File: config.mk
export PLATFORM = sky130hd
export DESIGN_NAME = slmi_top
export DESIGN_NICKNAME = d
export VERILOG_FILES = /design/src/rtl/slmi_pkg.sv /design/src/rtl/slmi_buf_if.sv /design/src/rtl/slmi_tx_buf.sv /design/src/rtl/slmi_top.sv
export SDC_FILE = /design/constraint.sdc
export NUM_CORES = 1
export LEC_CHECK = 0
export BUFFER_PORTS_ARGS = -buffer_cell sky130_fd_sc_hd__buf_2
export CAP_MARGIN = 20
export CORE_UTILIZATION = 50
export DETAILED_ROUTE_END_ITERATION = 8
export PLACE_DENSITY = 0.71
export SLEW_MARGIN = 20
export SYNTH_ARGS = -nofsm -noshare
export SYNTH_HDL_FRONTEND = slang
export SYNTH_SLANG_ARGS = --single-unit
File: constraint.sdc
create_clock -name clk -period 3.9 [get_ports clk]
set_input_delay 0.195 -clock clk [delete_from_list [all_inputs] [get_ports clk]]
set_output_delay 0.195 -clock clk [all_outputs]
set_load 0.01 [all_outputs]
File: src/rtl/slmi_pkg.sv
// Purpose: Constants and types for the serial LAN media interface
// Assumes: One 10 MHz system clock, link clocks sampled as plain inputs
// Notes: Shared by the media interface top and its transmit buffer
//
// Notes on behaviour
// - In Ethernet mode ring driver pair sits at true high, complement low.
// - Serial transmit bits change in step with the transceiver transmit clock.
// - Wrap control high requests transceiver loopback, low is normal operation.
// - Collision input is accepted whether true collision or quality test pulse.
// - Transmit enable is high exactly while transmit data carries frame bits.
// - Network select LHH 16M ring, HLH Ethernet, HHH 4M ring, rest reserved.
// - Test pins b and c low: outputs float, input pullups off except test.
// - External fail blocks copy and flag setting, internal match still allowed.
// - External match copies frame and sets recognized and copied bits.
// - Both checker inputs are ignored while copy all frames is enabled.
// - Marked inputs carry pullups holding an open pin high.
package slmi_pkg;
  localparam int SYNC_STAGES = 2;
  localparam int COLL_STAGES = 3;
  localparam int BYTE_BITS = 8;
  localparam logic [1:0] COLL_MIN_TICKS = 2'h2;
  localparam logic [1:0] STRAP_SETTLE = 2'h3;
  localparam logic [2:0] BIT_LAST = 3'h7;
  localparam logic [1:0] RING_DRV_RESET = 2'h1;
  localparam logic [2:0] NSEL_RING16 = 3'h3;
  localparam logic [2:0] NSEL_ETH = 3'h5;
  localparam logic [2:0] NSEL_RING4 = 3'h7;
  localparam int BUF_DEPTH = 2;

  typedef enum logic [1:0] {SLMI_RING16, SLMI_ETH, SLMI_RING4, SLMI_RSVD} slmi_net_e;
  typedef enum logic [1:0] {SLMI_TX_IDLE, SLMI_TX_SEND, SLMI_TX_DRAIN} slmi_tx_e;

  // Decode of {select_0, select_1, select_2}
  function automatic slmi_net_e slmi_decode_net(input logic [2:0] sel);
    slmi_net_e m;
    m = SLMI_RSVD;
    if (sel == NSEL_RING16) begin
      m = SLMI_RING16;
    end else if (sel == NSEL_ETH) begin
      m = SLMI_ETH;
    end else if (sel == NSEL_RING4) begin
      m = SLMI_RING4;
    end
    return m;
  endfunction
endpackage

File: src/rtl/slmi_buf_if.sv
`timescale 1ns/1ps
// Purpose: Valid/ready carrier between the top and its transmit buffer
// Assumes: Both sides on clk
// Notes: Word is byte plus end-of-frame flag
interface slmi_buf_if #(parameter int W = 9);
  logic in_valid;
  logic in_ready;
  logic [W-1:0] in_data;
  logic out_valid;
  logic out_ready;
  logic [W-1:0] out_data;
  modport buf_side (input in_valid, input in_data, input out_ready,
                    output in_ready, output out_valid, output out_data);
  modport user_side (output in_valid, output in_data, output out_ready,
                     input in_ready, input out_valid, input out_data);
endinterface

File: src/rtl/slmi_tx_buf.sv
`timescale 1ns/1ps
// Purpose: Two-entry transmit word buffer
// Assumes: Writer and reader on clk
// Notes: Full and empty follow the held count exactly
module slmi_tx_buf
  import slmi_pkg::*;
#(
  parameter int W = 9,
  parameter int DEPTH = slmi_pkg::BUF_DEPTH
) (
  input wire logic clk,
  input wire logic rstn,
  slmi_buf_if.buf_side b
);
  logic [W-1:0] mem_r [DEPTH];
  logic [W-1:0] mem_nxt [DEPTH];
  logic [$clog2(DEPTH)-1:0] wp_r, wp_nxt, rp_r, rp_nxt;
  logic [$clog2(DEPTH):0] cnt_r, cnt_nxt;
  logic push, pop;

  assign b.in_ready = (cnt_r != DEPTH[$clog2(DEPTH):0]);
  assign b.out_valid = (cnt_r != '0);
  assign b.out_data = mem_r[rp_r];
  assign push = b.in_valid && b.in_ready;
  assign pop = b.out_valid && b.out_ready;

  always_comb begin
    mem_nxt = mem_r;
    wp_nxt = wp_r;
    rp_nxt = rp_r;
    cnt_nxt = cnt_r;
    if (push) begin
      mem_nxt[wp_r] = b.in_data;
      wp_nxt = (wp_r == $clog2(DEPTH)'(DEPTH - 1)) ? '0 : wp_r + 1'b1;
    end
    if (pop) begin
      rp_nxt = (rp_r == $clog2(DEPTH)'(DEPTH - 1)) ? '0 : rp_r + 1'b1;
    end
    if (push && !pop) begin
      cnt_nxt = cnt_r + 1'b1;
    end else if (pop && !push) begin
      cnt_nxt = cnt_r - 1'b1;
    end
  end

  always_ff @(posedge clk or negedge rstn) begin
    if (!rstn) begin
      mem_r <= '{default: '0};
      wp_r <= '0;
      rp_r <= '0;
      cnt_r <= '0;
    end else begin
      mem_r <= mem_nxt;
      wp_r <= wp_nxt;
      rp_r <= rp_nxt;
      cnt_r <= cnt_nxt;
    end
  end

  buf_bound_a: assert property (@(posedge clk) disable iff (!rstn)
    cnt_r <= DEPTH[$clog2(DEPTH):0]) else $error("buffer count over depth");
endmodule

File: src/rtl/slmi_top.sv
`timescale 1ns/1ps
// Purpose: Ethernet-mode serial media interface toward a serial transceiver
// Assumes: Link clocks much slower than clk, sampled and edge detected
// Notes: Transmit bytes go LSB first; data changes after each transmit clock rise
module slmi_top
  import slmi_pkg::*;
(
  input wire logic clk,
  input wire logic rstn,
  input wire logic tx_bit_clock_in,
  input wire logic rx_bit_clock_in,
  input wire logic serial_rx_bit_in,
  input wire logic carrier_present_in,
  input wire logic collision_in,
  input wire logic net_select_0,
  input wire logic net_select_1,
  input wire logic net_select_2,
  input wire logic board_test_pin_a,
  input wire logic board_test_pin_b,
  input wire logic board_test_pin_c,
  input wire logic ext_addr_nomatch_in,
  input wire logic ext_addr_match_in,
  input wire logic [slmi_pkg::BYTE_BITS-1:0] tx_data,
  input wire logic tx_last,
  input wire logic tx_valid,
  output logic tx_ready,
  input wire logic wrap_req,
  input wire logic copy_all_frames_mode,
  input wire logic int_addr_match,
  output logic [slmi_pkg::BYTE_BITS-1:0] rx_data,
  output logic rx_valid,
  output logic rx_frame_end,
  output logic copy_frame,
  output logic addr_recognized_frame_copied_bits,
  output logic collision_seen,
  output slmi_pkg::slmi_net_e net_mode,
  output logic serial_tx_bit_out,
  output logic serial_tx_bit_oe,
  output logic tx_valid_out,
  output logic tx_valid_oe,
  output logic front_end_wrap_ctl,
  output logic front_end_wrap_oe,
  output logic [1:0] ring_diff_driver_out,
  output logic ring_diff_driver_oe,
  output logic input_pullup_en,
  output logic test_pullup_en
);
  import slmi_pkg::*;

  // ************************************************************
  // Input synchronisers
  // ************************************************************
  localparam int NS = 11;
  logic [NS-1:0] pin_raw, pin_s;
  logic [NS-1:0] sync_r [SYNC_STAGES];
  logic [COLL_STAGES-1:0] coll_r;
  logic txc_d_r, rxc_d_r;

  assign pin_raw = {tx_bit_clock_in, rx_bit_clock_in, serial_rx_bit_in, carrier_present_in,
                    net_select_0, net_select_1, net_select_2, board_test_pin_b, board_test_pin_c,
                    ext_addr_nomatch_in, ext_addr_match_in};
  assign pin_s = sync_r[SYNC_STAGES-1];

  wire txc_s = pin_s[10];
  wire rxc_s = pin_s[9];
  wire rxd_s = pin_s[8];
  wire crs_s = pin_s[7];
  wire [2:0] nsel_s = pin_s[6:4];
  wire mip_s = !pin_s[3] && !pin_s[2];
  wire nomatch_s = pin_s[1];
  wire match_s = pin_s[0];
  wire coll_s = coll_r[COLL_STAGES-1];
  wire tx_tick = txc_s && !txc_d_r;
  wire rx_tick = rxc_s && !rxc_d_r;

  // Slow link clocks only: edges are found by sampling, not by clocking on them
  always_ff @(posedge clk or negedge rstn) begin
    if (!rstn) begin
      sync_r <= '{default: '0};
      coll_r <= '0;
      txc_d_r <= 1'b0;
      rxc_d_r <= 1'b0;
    end else begin
      sync_r[0] <= pin_raw;
      for (int i = 1; i < SYNC_STAGES; i++) begin
        sync_r[i] <= sync_r[i-1];
      end
      coll_r <= {coll_r[COLL_STAGES-2:0], collision_in};
      txc_d_r <= txc_s;
      rxc_d_r <= rxc_s;
    end
  end

  // ************************************************************
  // Network select strap and pin control
  // ************************************************************
  logic [1:0] settle_r, settle_nxt;
  slmi_net_e net_r, net_nxt;
  logic eth;

  // Strap taken once after the synchronisers fill; later changes are not followed
  always_comb begin
    settle_nxt = settle_r;
    net_nxt = net_r;
    if (settle_r != STRAP_SETTLE) begin
      settle_nxt = settle_r + 1'b1;
      net_nxt = slmi_decode_net(nsel_s);
    end
  end

  always_ff @(posedge clk or negedge rstn) begin
    if (!rstn) begin
      settle_r <= '0;
      net_r <= SLMI_RSVD;
    end else begin
      settle_r <= settle_nxt;
      net_r <= net_nxt;
    end
  end

  assign net_mode = net_r;
  assign eth = (net_r == SLMI_ETH);
  assign ring_diff_driver_out = RING_DRV_RESET;
  assign front_end_wrap_ctl = wrap_req;
  assign ring_diff_driver_oe = !mip_s;
  assign serial_tx_bit_oe = !mip_s;
  assign tx_valid_oe = !mip_s;
  assign front_end_wrap_oe = !mip_s;
  assign input_pullup_en = !mip_s;
  assign test_pullup_en = 1'b1;

  // ************************************************************
  // Transmit path
  // ************************************************************
  slmi_buf_if #(.W(BYTE_BITS + 1)) txb ();
  slmi_tx_buf #(.W(BYTE_BITS + 1), .DEPTH(BUF_DEPTH)) u_buf (
    .clk(clk),
    .rstn(rstn),
    .b(txb.buf_side)
  );

  slmi_tx_e tst_r, tst_nxt;
  logic [BYTE_BITS-1:0] sh_r, sh_nxt;
  logic [2:0] bit_r, bit_nxt;
  logic last_r, last_nxt, ten_r, ten_nxt, txd_r, txd_nxt;
  logic [1:0] ccnt_r, ccnt_nxt;
  logic cseen_r, cseen_nxt;
  logic pop, coll_ok;

  assign txb.in_valid = tx_valid;
  assign txb.in_data = {tx_last, tx_data};
  assign tx_ready = txb.in_ready;
  assign txb.out_ready = pop;
  assign coll_ok = tx_tick && coll_s && (ccnt_r == COLL_MIN_TICKS - 2'h1);

  always_comb begin
    tst_nxt = tst_r;
    sh_nxt = sh_r;
    bit_nxt = bit_r;
    last_nxt = last_r;
    ten_nxt = ten_r;
    txd_nxt = txd_r;
    ccnt_nxt = ccnt_r;
    cseen_nxt = 1'b0;
    pop = 1'b0;
    if (tx_tick) begin
      // Any high level counts: collision or quality test pulse alike
      ccnt_nxt = coll_s ? ((ccnt_r == COLL_MIN_TICKS) ? ccnt_r : ccnt_r + 1'b1) : 2'h0;
      cseen_nxt = coll_ok;
    end
    case (tst_r)
      SLMI_TX_IDLE: begin
        if (tx_tick && txb.out_valid && eth && !mip_s) begin
          pop = 1'b1;
          {last_nxt, sh_nxt} = txb.out_data;
          bit_nxt = '0;
          txd_nxt = txb.out_data[0];
          ten_nxt = 1'b1;
          tst_nxt = SLMI_TX_SEND;
        end
      end
      SLMI_TX_SEND: begin
        if (coll_ok) begin
          ten_nxt = 1'b0;
          txd_nxt = 1'b0;
          tst_nxt = last_r ? SLMI_TX_IDLE : SLMI_TX_DRAIN;
        end else if (tx_tick && bit_r != BIT_LAST) begin
          bit_nxt = bit_r + 1'b1;
          sh_nxt = sh_r >> 1;
          txd_nxt = sh_r[1];
        end else if (tx_tick && !last_r && txb.out_valid) begin
          pop = 1'b1;
          {last_nxt, sh_nxt} = txb.out_data;
          bit_nxt = '0;
          txd_nxt = txb.out_data[0];
        end else if (tx_tick) begin
          // Underrun truncates the frame rather than sending stale bits
          ten_nxt = 1'b0;
          txd_nxt = 1'b0;
          tst_nxt = last_r ? SLMI_TX_IDLE : SLMI_TX_DRAIN;
        end
      end
      default: begin
        if (txb.out_valid) begin
          pop = 1'b1;
          if (txb.out_data[BYTE_BITS]) begin
            tst_nxt = SLMI_TX_IDLE;
          end
        end
      end
    endcase
  end

  always_ff @(posedge clk or negedge rstn) begin
    if (!rstn) begin
      tst_r <= SLMI_TX_IDLE;
      sh_r <= '0;
      bit_r <= '0;
      last_r <= 1'b0;
      ten_r <= 1'b0;
      txd_r <= 1'b0;
      ccnt_r <= '0;
      cseen_r <= 1'b0;
    end else begin
      tst_r <= tst_nxt;
      sh_r <= sh_nxt;
      bit_r <= bit_nxt;
      last_r <= last_nxt;
      ten_r <= ten_nxt;
      txd_r <= txd_nxt;
      ccnt_r <= ccnt_nxt;
      cseen_r <= cseen_nxt;
    end
  end

  assign serial_tx_bit_out = txd_r;
  assign tx_valid_out = ten_r;
  assign collision_seen = cseen_r;

  // ************************************************************
  // Receive path and copy decision
  // ************************************************************
  logic [BYTE_BITS-1:0] rsh_r, rsh_nxt, rdat_r, rdat_nxt;
  logic [2:0] rcnt_r, rcnt_nxt;
  logic rv_r, rv_nxt, rend_r, rend_nxt, crs_d_r, crs_d_nxt;
  logic xm_r, xm_nxt, xf_r, xf_nxt, cp_r, cp_nxt, ar_r, ar_nxt;

  always_comb begin
    rsh_nxt = rsh_r;
    rdat_nxt = rdat_r;
    rcnt_nxt = rcnt_r;
    rv_nxt = 1'b0;
    rend_nxt = 1'b0;
    crs_d_nxt = crs_s;
    xm_nxt = xm_r;
    xf_nxt = xf_r;
    cp_nxt = cp_r;
    ar_nxt = ar_r;
    if (crs_s && eth) begin
      if (!crs_d_r) begin
        rcnt_nxt = '0;
        xm_nxt = 1'b0;
        xf_nxt = 1'b0;
      end else begin
        xm_nxt = xm_r || (match_s && !nomatch_s);
        xf_nxt = xf_r || (nomatch_s && !match_s);
      end
      if (rx_tick) begin
        rsh_nxt = {rxd_s, rsh_r[BYTE_BITS-1:1]};
        rcnt_nxt = rcnt_r + 1'b1;
        if (rcnt_r == BIT_LAST) begin
          rdat_nxt = {rxd_s, rsh_r[BYTE_BITS-1:1]};
          rv_nxt = 1'b1;
        end
      end
    end
    if (!crs_s && crs_d_r) begin
      rend_nxt = 1'b1;
      if (copy_all_frames_mode) begin
        cp_nxt = 1'b1;
        ar_nxt = int_addr_match;
      end else begin
        cp_nxt = int_addr_match || (xm_r && !xf_r);
        ar_nxt = int_addr_match || (xm_r && !xf_r);
      end
    end
  end

  always_ff @(posedge clk or negedge rstn) begin
    if (!rstn) begin
      rsh_r <= '0;
      rdat_r <= '0;
      rcnt_r <= '0;
      rv_r <= 1'b0;
      rend_r <= 1'b0;
      crs_d_r <= 1'b0;
      xm_r <= 1'b0;
      xf_r <= 1'b0;
      cp_r <= 1'b0;
      ar_r <= 1'b0;
    end else begin
      rsh_r <= rsh_nxt;
      rdat_r <= rdat_nxt;
      rcnt_r <= rcnt_nxt;
      rv_r <= rv_nxt;
      rend_r <= rend_nxt;
      crs_d_r <= crs_d_nxt;
      xm_r <= xm_nxt;
      xf_r <= xf_nxt;
      cp_r <= cp_nxt;
      ar_r <= ar_nxt;
    end
  end

  assign rx_data = rdat_r;
  assign rx_valid = rv_r;
  assign rx_frame_end = rend_r;
  assign copy_frame = cp_r;
  assign addr_recognized_frame_copied_bits = ar_r;

  // ************************************************************
  // Checks
  // ************************************************************
  ring_drv_level_a: assert property (@(posedge clk) disable iff (!rstn)
    ring_diff_driver_out == 2'h1) else $error("ring driver pair not at reset levels");
  tx_bit_sync_a: assert property (@(posedge clk) disable iff (!rstn)
    $changed(serial_tx_bit_out) |-> $past(tx_tick)) else $error("tx bit moved off a tx clock edge");
  tx_enable_sync_a: assert property (@(posedge clk) disable iff (!rstn)
    $changed(tx_valid_out) |-> $past(tx_tick) || $past(coll_ok)) else $error("tx enable moved off edge");
  coll_accept_a: assert property (@(posedge clk) disable iff (!rstn)
    collision_seen |-> $past(coll_s) && $past(ccnt_r) == 2'h1) else $error("collision accepted too early");
  coll_abort_a: assert property (@(posedge clk) disable iff (!rstn)
    coll_ok && tst_r == SLMI_TX_SEND |=> !tx_valid_out) else $error("collision did not stop transmit");
  mip_float_a: assert property (@(posedge clk) disable iff (!rstn)
    mip_s |-> !serial_tx_bit_oe && !tx_valid_oe && !input_pullup_en && test_pullup_en)
    else $error("test mode left outputs driven");
  rx_on_edge_a: assert property (@(posedge clk) disable iff (!rstn)
    rx_valid |-> $past(rx_tick) && $past(crs_s)) else $error("rx byte without rx clock edge");
  nomatch_block_a: assert property (@(posedge clk) disable iff (!rstn)
    rend_nxt && !copy_all_frames_mode && xf_r && !int_addr_match |=> !copy_frame)
    else $error("frame copied despite checker fail");
  copy_all_a: assert property (@(posedge clk) disable iff (!rstn)
    rend_nxt && copy_all_frames_mode |=> copy_frame && addr_recognized_frame_copied_bits == $past(int_addr_match))
    else $error("checker inputs not ignored in copy all");
  wrap_follow_a: assert property (@(posedge clk) disable iff (!rstn)
    front_end_wrap_ctl == wrap_req) else $error("wrap control wrong");
endmodule

---- After elaboration in Yosys (flattened, before gate mapping) ----
Cells that the tools add are included.
storage, ports and cells
  flip-flop bits (word level) ............. 98
  input port bits ......................... 28
  logic and storage cells ................. 183
cells by class
  add/subtract/negate cells ............... 8
  order comparisons ....................... 3
  equal/unequal tests ..................... 22
  mux-type cells .......................... 67
  bitwise gates (word level) .............. 2
  reduce and logical (&&, ||, !) cells .... 51
operators by type and width
  kind                                                              number
  9-bit 2-to-1 mux                                                  4
  8-bit 2-to-1 mux                                                  4
  1-bit 2-to-1 mux                                                  30
  2-bit 2-to-1 mux                                                  14
  1-bit logical AND                                                 21
  18-bit bitwise mux                                                1
  3-bit 2-to-1 mux                                                  6
  2-bit != test (second input constant)                             8
  8-bit one-hot mux with 2 select lines                             1
  3-bit != test (second input constant)                             5
  1-bit zero test                                                   12
  5-bit AND reduction                                               2
  9-bit demux with 1-bit select                                     1
  3-bit == test (second input constant)                             3
  1-bit one-hot mux with 2 select lines                             4
  2-bit by 1-bit adder with 2-bit output (second input constant)    3
  3-bit by 1-bit adder with 3-bit output (second input constant)    2
  2-bit by 1-bit == test with 1-bit output (second input constant)  3
  3-bit one-hot mux with 2 select lines                             1
  2-bit AND reduction                                               3
  3-bit AND reduction                                               2
  6-bit AND reduction                                               1
  2-bit nonzero test                                                3
  3-bit nonzero test                                                2
  other kinds (12)                                                  17

---- Longest topological paths before layout ----
  word-level depth ........................ 12
  depth in mapped cells ................... 9
  gate-level depth less buffers ........... 9

---- Modules after synthesis ----
Synthesis repeated with hierarchy kept, for this count alone.
second synthesis, totals
  cell total of the unflattened synthesis .. 273
  area, all modules ....................... 4,043.9 um^2
modules (own cells, without submodules)
  module       times used  cells an instance  area an instance (um^2)
  slmi_top     1           208                2,982.9
  slmi_tx_buf  1           65                 1,061.0

---- Worst setup path before layout ----
No wires, ideal clock.
  path kind ............................... register to register
  start point ............................. register bit_r[0]
  end point ............................... register u_buf.cnt_r[1]
  data arrival time ....................... 1.908 ns
  data required time ...................... 3.775 ns
  path slack .............................. 1.866 ns
  stages on the path, launching flop included .. 10
  path buffers ............................ 0
  cells stage by stage .................... dfrtp_1 -> ha_1 -> ha_1 -> a21bo_1 -> nor4_1 -> o32ai_1 -> ha_1 -> xor2_1 -> nor2_1 -> xor2_1
between the ends
  longest elaborated chain between the ends .. 9
  elaborated cells on any way between the ends .. 11
  classes of those cells .................. eq/ne (1); mux (4); reduce/logical (6)
RTL lines
  what                                                           line               source
  start, declared                                                slmi_top.sv:144    logic [2:0] bit_r, bit_nxt;
  start signal, assigned                                         slmi_top.sv:227    bit_r <= bit_nxt;
  3-bit != test (*)                                              slmi_top.sv:187    end else if (tx_tick && bit_r != BIT_LAST) begin
  1-bit logical AND (*)                                          slmi_top.sv:187
  1-bit 2-to-1 mux (*)                                           slmi_top.sv:187
  1-bit 2-to-1 mux (*)                                           slmi_top.sv:183    if (coll_ok) begin
  1-bit one-hot mux with 2 select lines (*)                      slmi_top.sv:171    case (tst_r)
  1-bit logical AND (*)                                          slmi_tx_buf.sv:25  assign pop = b.out_valid && b.out_ready;
  1-bit zero test                                                slmi_tx_buf.sv:39  if (push && !pop) begin
  1-bit logical AND                                              slmi_tx_buf.sv:39
  2-bit 2-to-1 mux / 2-bit nonzero test (equally long branches)  -
  end signal, assigned                                           slmi_tx_buf.sv:56  cnt_r <= cnt_nxt;
  end, declared                                                  slmi_tx_buf.sv:18  logic [$clog2(DEPTH):0] cnt_r, cnt_nxt;
Every way passes the cells marked *; elsewhere a longest branch is shown, timed or not.
A chain may end at the register's enable or synchronous reset.

---- Worst setup path after layout ----
Ends and elaborated chain as after synthesis.

==> impl_metrics.csv <==
group,metric,value,unit
setup_path,arrival,2.59,ns
global_routing,grt-ovfl-total,0,
detailed_routing,first_pass_iters,4,
placed_design,io_buffers,48,
floorplan,fp-row-count,31,
detailed_routing,ant_nets,0,
synth,synth_area_leaders,"dfrtp_1 (61%), mux2_1 (8.2%), mux2_2 (5.2%), mux2i_1 (2.8%), ha_1 (2.6%)",
sta,worst_hold_slack,0.0590,ns
clock_network,cts_buffers,9,
power_and_ir_drop,powerDensity,607,nW/um^2
detailed_routing,viasPerCell,5.12,
final_layout,fin_cells,444,
global_routing,use_met1,0.215,
setup_path,crit_top_cell,"ha_1",
clock_network,cts_resized,0,
floorplan,top_level_ports,55,
run_status,status,"finished, final reports clean",
placed_design,dp_hpwl,4.26,mm
detailed_routing,vias,2272,
detailed_routing,drt-total-wl,6.16,mm
synth,synth-main-ff-cell,"dfrtp_1",
detailed_routing,route.detailed.drc,0,
setup_path,crit_path_max_incr_delay,0.42,ns
setup_path,cp_top_family,"adder cells",
setup_path,cp.required,4.19,ns
placed_design,place_inst,415,
detailed_routing,drt-wirelength-per-cell,13.9,um
global_routing,antenna_found_initial,0,
synth,synthesis.area,3870,um^2
setup_path,critical_path_class,"reg -> reg",
power_and_ir_drop,power_leakage,0.00221,uW
sta,worst_slew_pin_slew,0.841,ns
placed_design,place_congestion,0.915,
global_routing,grt_pass1_wl,10.9,mm
global_routing,first_global_vias,2366,
final_layout,final_core_util,0.616,
global_routing,gr-usage-met3,0.0508,
synth,ys_seq_elements,96,
placed_design,pre_cts_ws,1.60,ns
detailed_routing,drt-initial-drc-count,83,
sta,drv_slew,0,
floorplan,dieArea,8090,um^2
sta,tns,0,ns
floorplan,die_width,90.0,um
sta,max_freq,434,MHz
clock_network,cts_max_level,3,
sta,rsz0062_at_grt,"no",
sta,fin_worst_skew,0.00783,ns
global_routing,busiest_layer,"met2",
synth,synth_warnings,0,
clock_network,cts-root-buf,"clkbuf_8",
final_layout,drive_gt1_frac,0.287,
synth,avgSynthCellArea,14.0,um^2
synth,synth_area_leader_cell,"dfrtp_1",
setup_path,timing.critical_path.buf_inv,0,
setup_path,cp-end-kind,"flip-flop",
clock_network,cts_sinks,96,
global_routing,grt_use_met2,0.283,
floorplan,core_area,7370,um^2
global_routing,grt_max_degree,71,
clock_network,clkLatencyLatePin,0.36,ns
synth,syn_inst,276,
clock_network,clk_pin_slew,0.09,ns
setup_path,cp_slowest_cell,"o32ai_1",
final_layout,num_antenna_cells,0,
synth,yosysSeqAreaShare,0.622,
clock_network,cts_tree,"yes",
hold_path,hp-class,"in -> reg",
sta,hold_viol,0,
floorplan,dieHeight,90.0,um
floorplan,start_util,0.525,
global_routing,grt_usage,0.173,
sta,layout_min_cycle_time,2.30,ns
setup_path,critPathLaunchType,"flip-flop",
final_layout,fill_cells,580,
power_and_ir_drop,vdd_drop_max,395,uV
final_layout,area_delta_synth_final,17.3,%
clock_network,cts_buffer_depth,2,
final_layout,layout.nets,376,
sta,worst_slack,1.60,ns
synth,synth_edf_count,0,
sta,relSlewSlack,0.439,
setup_path,path_cells,"ha_1, ha_1, a21bo_1, nor4_1, o32ai_1, ha_1, nor2_1, xor2_1",
synth,synth_cell_types,42,
sta,period_share,0.591,
synth,synth_top_area_share,0.608,
setup_path,critPathMaxFanout,5,
synth,synthArstFlopShare,1.00,
sta,setup_viol,0,
flow_run,max_cap_violations,0,
synth_stat cells, drive strengths merged, types with 2 or more instances:
| cell type | number |
|---|---|
| dfrtp | 94 |
| mux2 | 51 |
| inv | 15 |
| nor2 | 14 |
| nand2 | 13 |
| buf | 12 |
| mux2i | 11 |
| ha | 8 |
| o21ai | 7 |
| a21oi | 5 |
| a22o | 4 |
| a31oi | 4 |
| nand2b | 4 |
| xnor2 | 4 |
| nor3 | 3 |
| nor4 | 3 |
| xor2 | 3 |
| conb | 2 |
| dfstp | 2 |
| o31ai | 2 |
flip-flops by register name (all words and copies together), names as in the netlist, 3 cells and up:
signal and flops:
u_buf.mem_r 18, pin_s 11, sync_r 11, rx_data 8, rsh_r 7, sh_r 7, bit_r 3, coll_r 3
rcnt_r 3
layout make-up:
class	count	area, um^2	area share
flip-flops and latches	96	2400	0.530
multi-input cells	154	1320	0.292
repair buffers	64	395	0.0871
clock buffers	9	124	0.0273
well taps	99	124	0.0273
clock inverters	7	109	0.0240
inverters	15	56.3	0.0124
layer usage:
metal | up-vias | routed length, um
li1 | 1070 | -
met1 | 1125 | 2720
met2 | 67 | 3030
met3 | 10 | 295
met4 | 0 | 110
met5 | - | 0
worst register-to-register path: stages, from the launching register on:
cell and delay [ns]:
dfrtp_1 0.41, ha_1 0.22, ha_1 0.26, a21bo_1 0.23, nor4_1 0.05, o32ai_1 0.42
ha_1 0.34, nor2_1 0.15, xor2_1 0.15
kinds of logic after synthesis:
kind of cell	count (synthesis)	share of synthesized area
AOI/OAI and AO/OA	28	0.0479
muxes	62	0.182
buffers and inverters	27	0.0369
xor gates and xnor gates	7	0.0159
DFF	96	0.622
other	2	0.00194
and+or+nand+nor	46	0.0679
adders and majority gates	8	0.0259
path summary, 6_finish.rpt:
kind                            start  slack [ns]  cells past startpoint         endpoint
min in group asynchronous        rstn        0.49                      2         pin_s[0]
hold / removal             tx_data[7]        0.06                      2  u_buf.mem_r[16]
max in group asynchronous        rstn        2.54                      3       copy_frame
hold reg to reg            sync_r[12]        0.36                      0         pin_s[1]
setup reg to reg             bit_r[0]        1.60                      8   u_buf.cnt_r[1]
setup / recovery             bit_r[0]        1.60                      8   u_buf.cnt_r[1]
through the flow:
stage | power, uW | area, um^2
after CTS | 2790 | 4540
after global routing | 2930 | 4540
after floorplan | 1870 | 3870
final | 2750 | 4540
after global placement | 2010 | 4170
after detailed placement | 2040 | 4170
timing repair:
action / in CTS / in global routing
hold buffers: 13 / 0
hold endpoints to repair: 79 / 0
setup buffers: 0 / 0
endpoints found under the setup margin: 0 / 0
placed cells by master, fill, tap and decap left out, types with 4 or more instances in the layout:
master          n
nand2b_1        4
dlygate4sd3_1  13
mux2i_1        11
xnor2_1         4
nand2_1        13
a22o_1          4
buf_2          47
clkbuf_8        9
mux2_4          5
buf_4           4
inv_1          15
o21ai_0         6
a31oi_1         4
dfrtp_1        94
mux2_1         28
mux2_2         18
a21oi_1         5
ha_1            8
nor2_1         12
report_power, final:
group          switching (uW)  leakage (uW)  internal, uW
Combinational             275      0.000918           360
Clock                     353      0.000118           375
Sequential                170       0.00118          1220
Total                     797       0.00221          1960
Power figures use the tool's default switching activity.
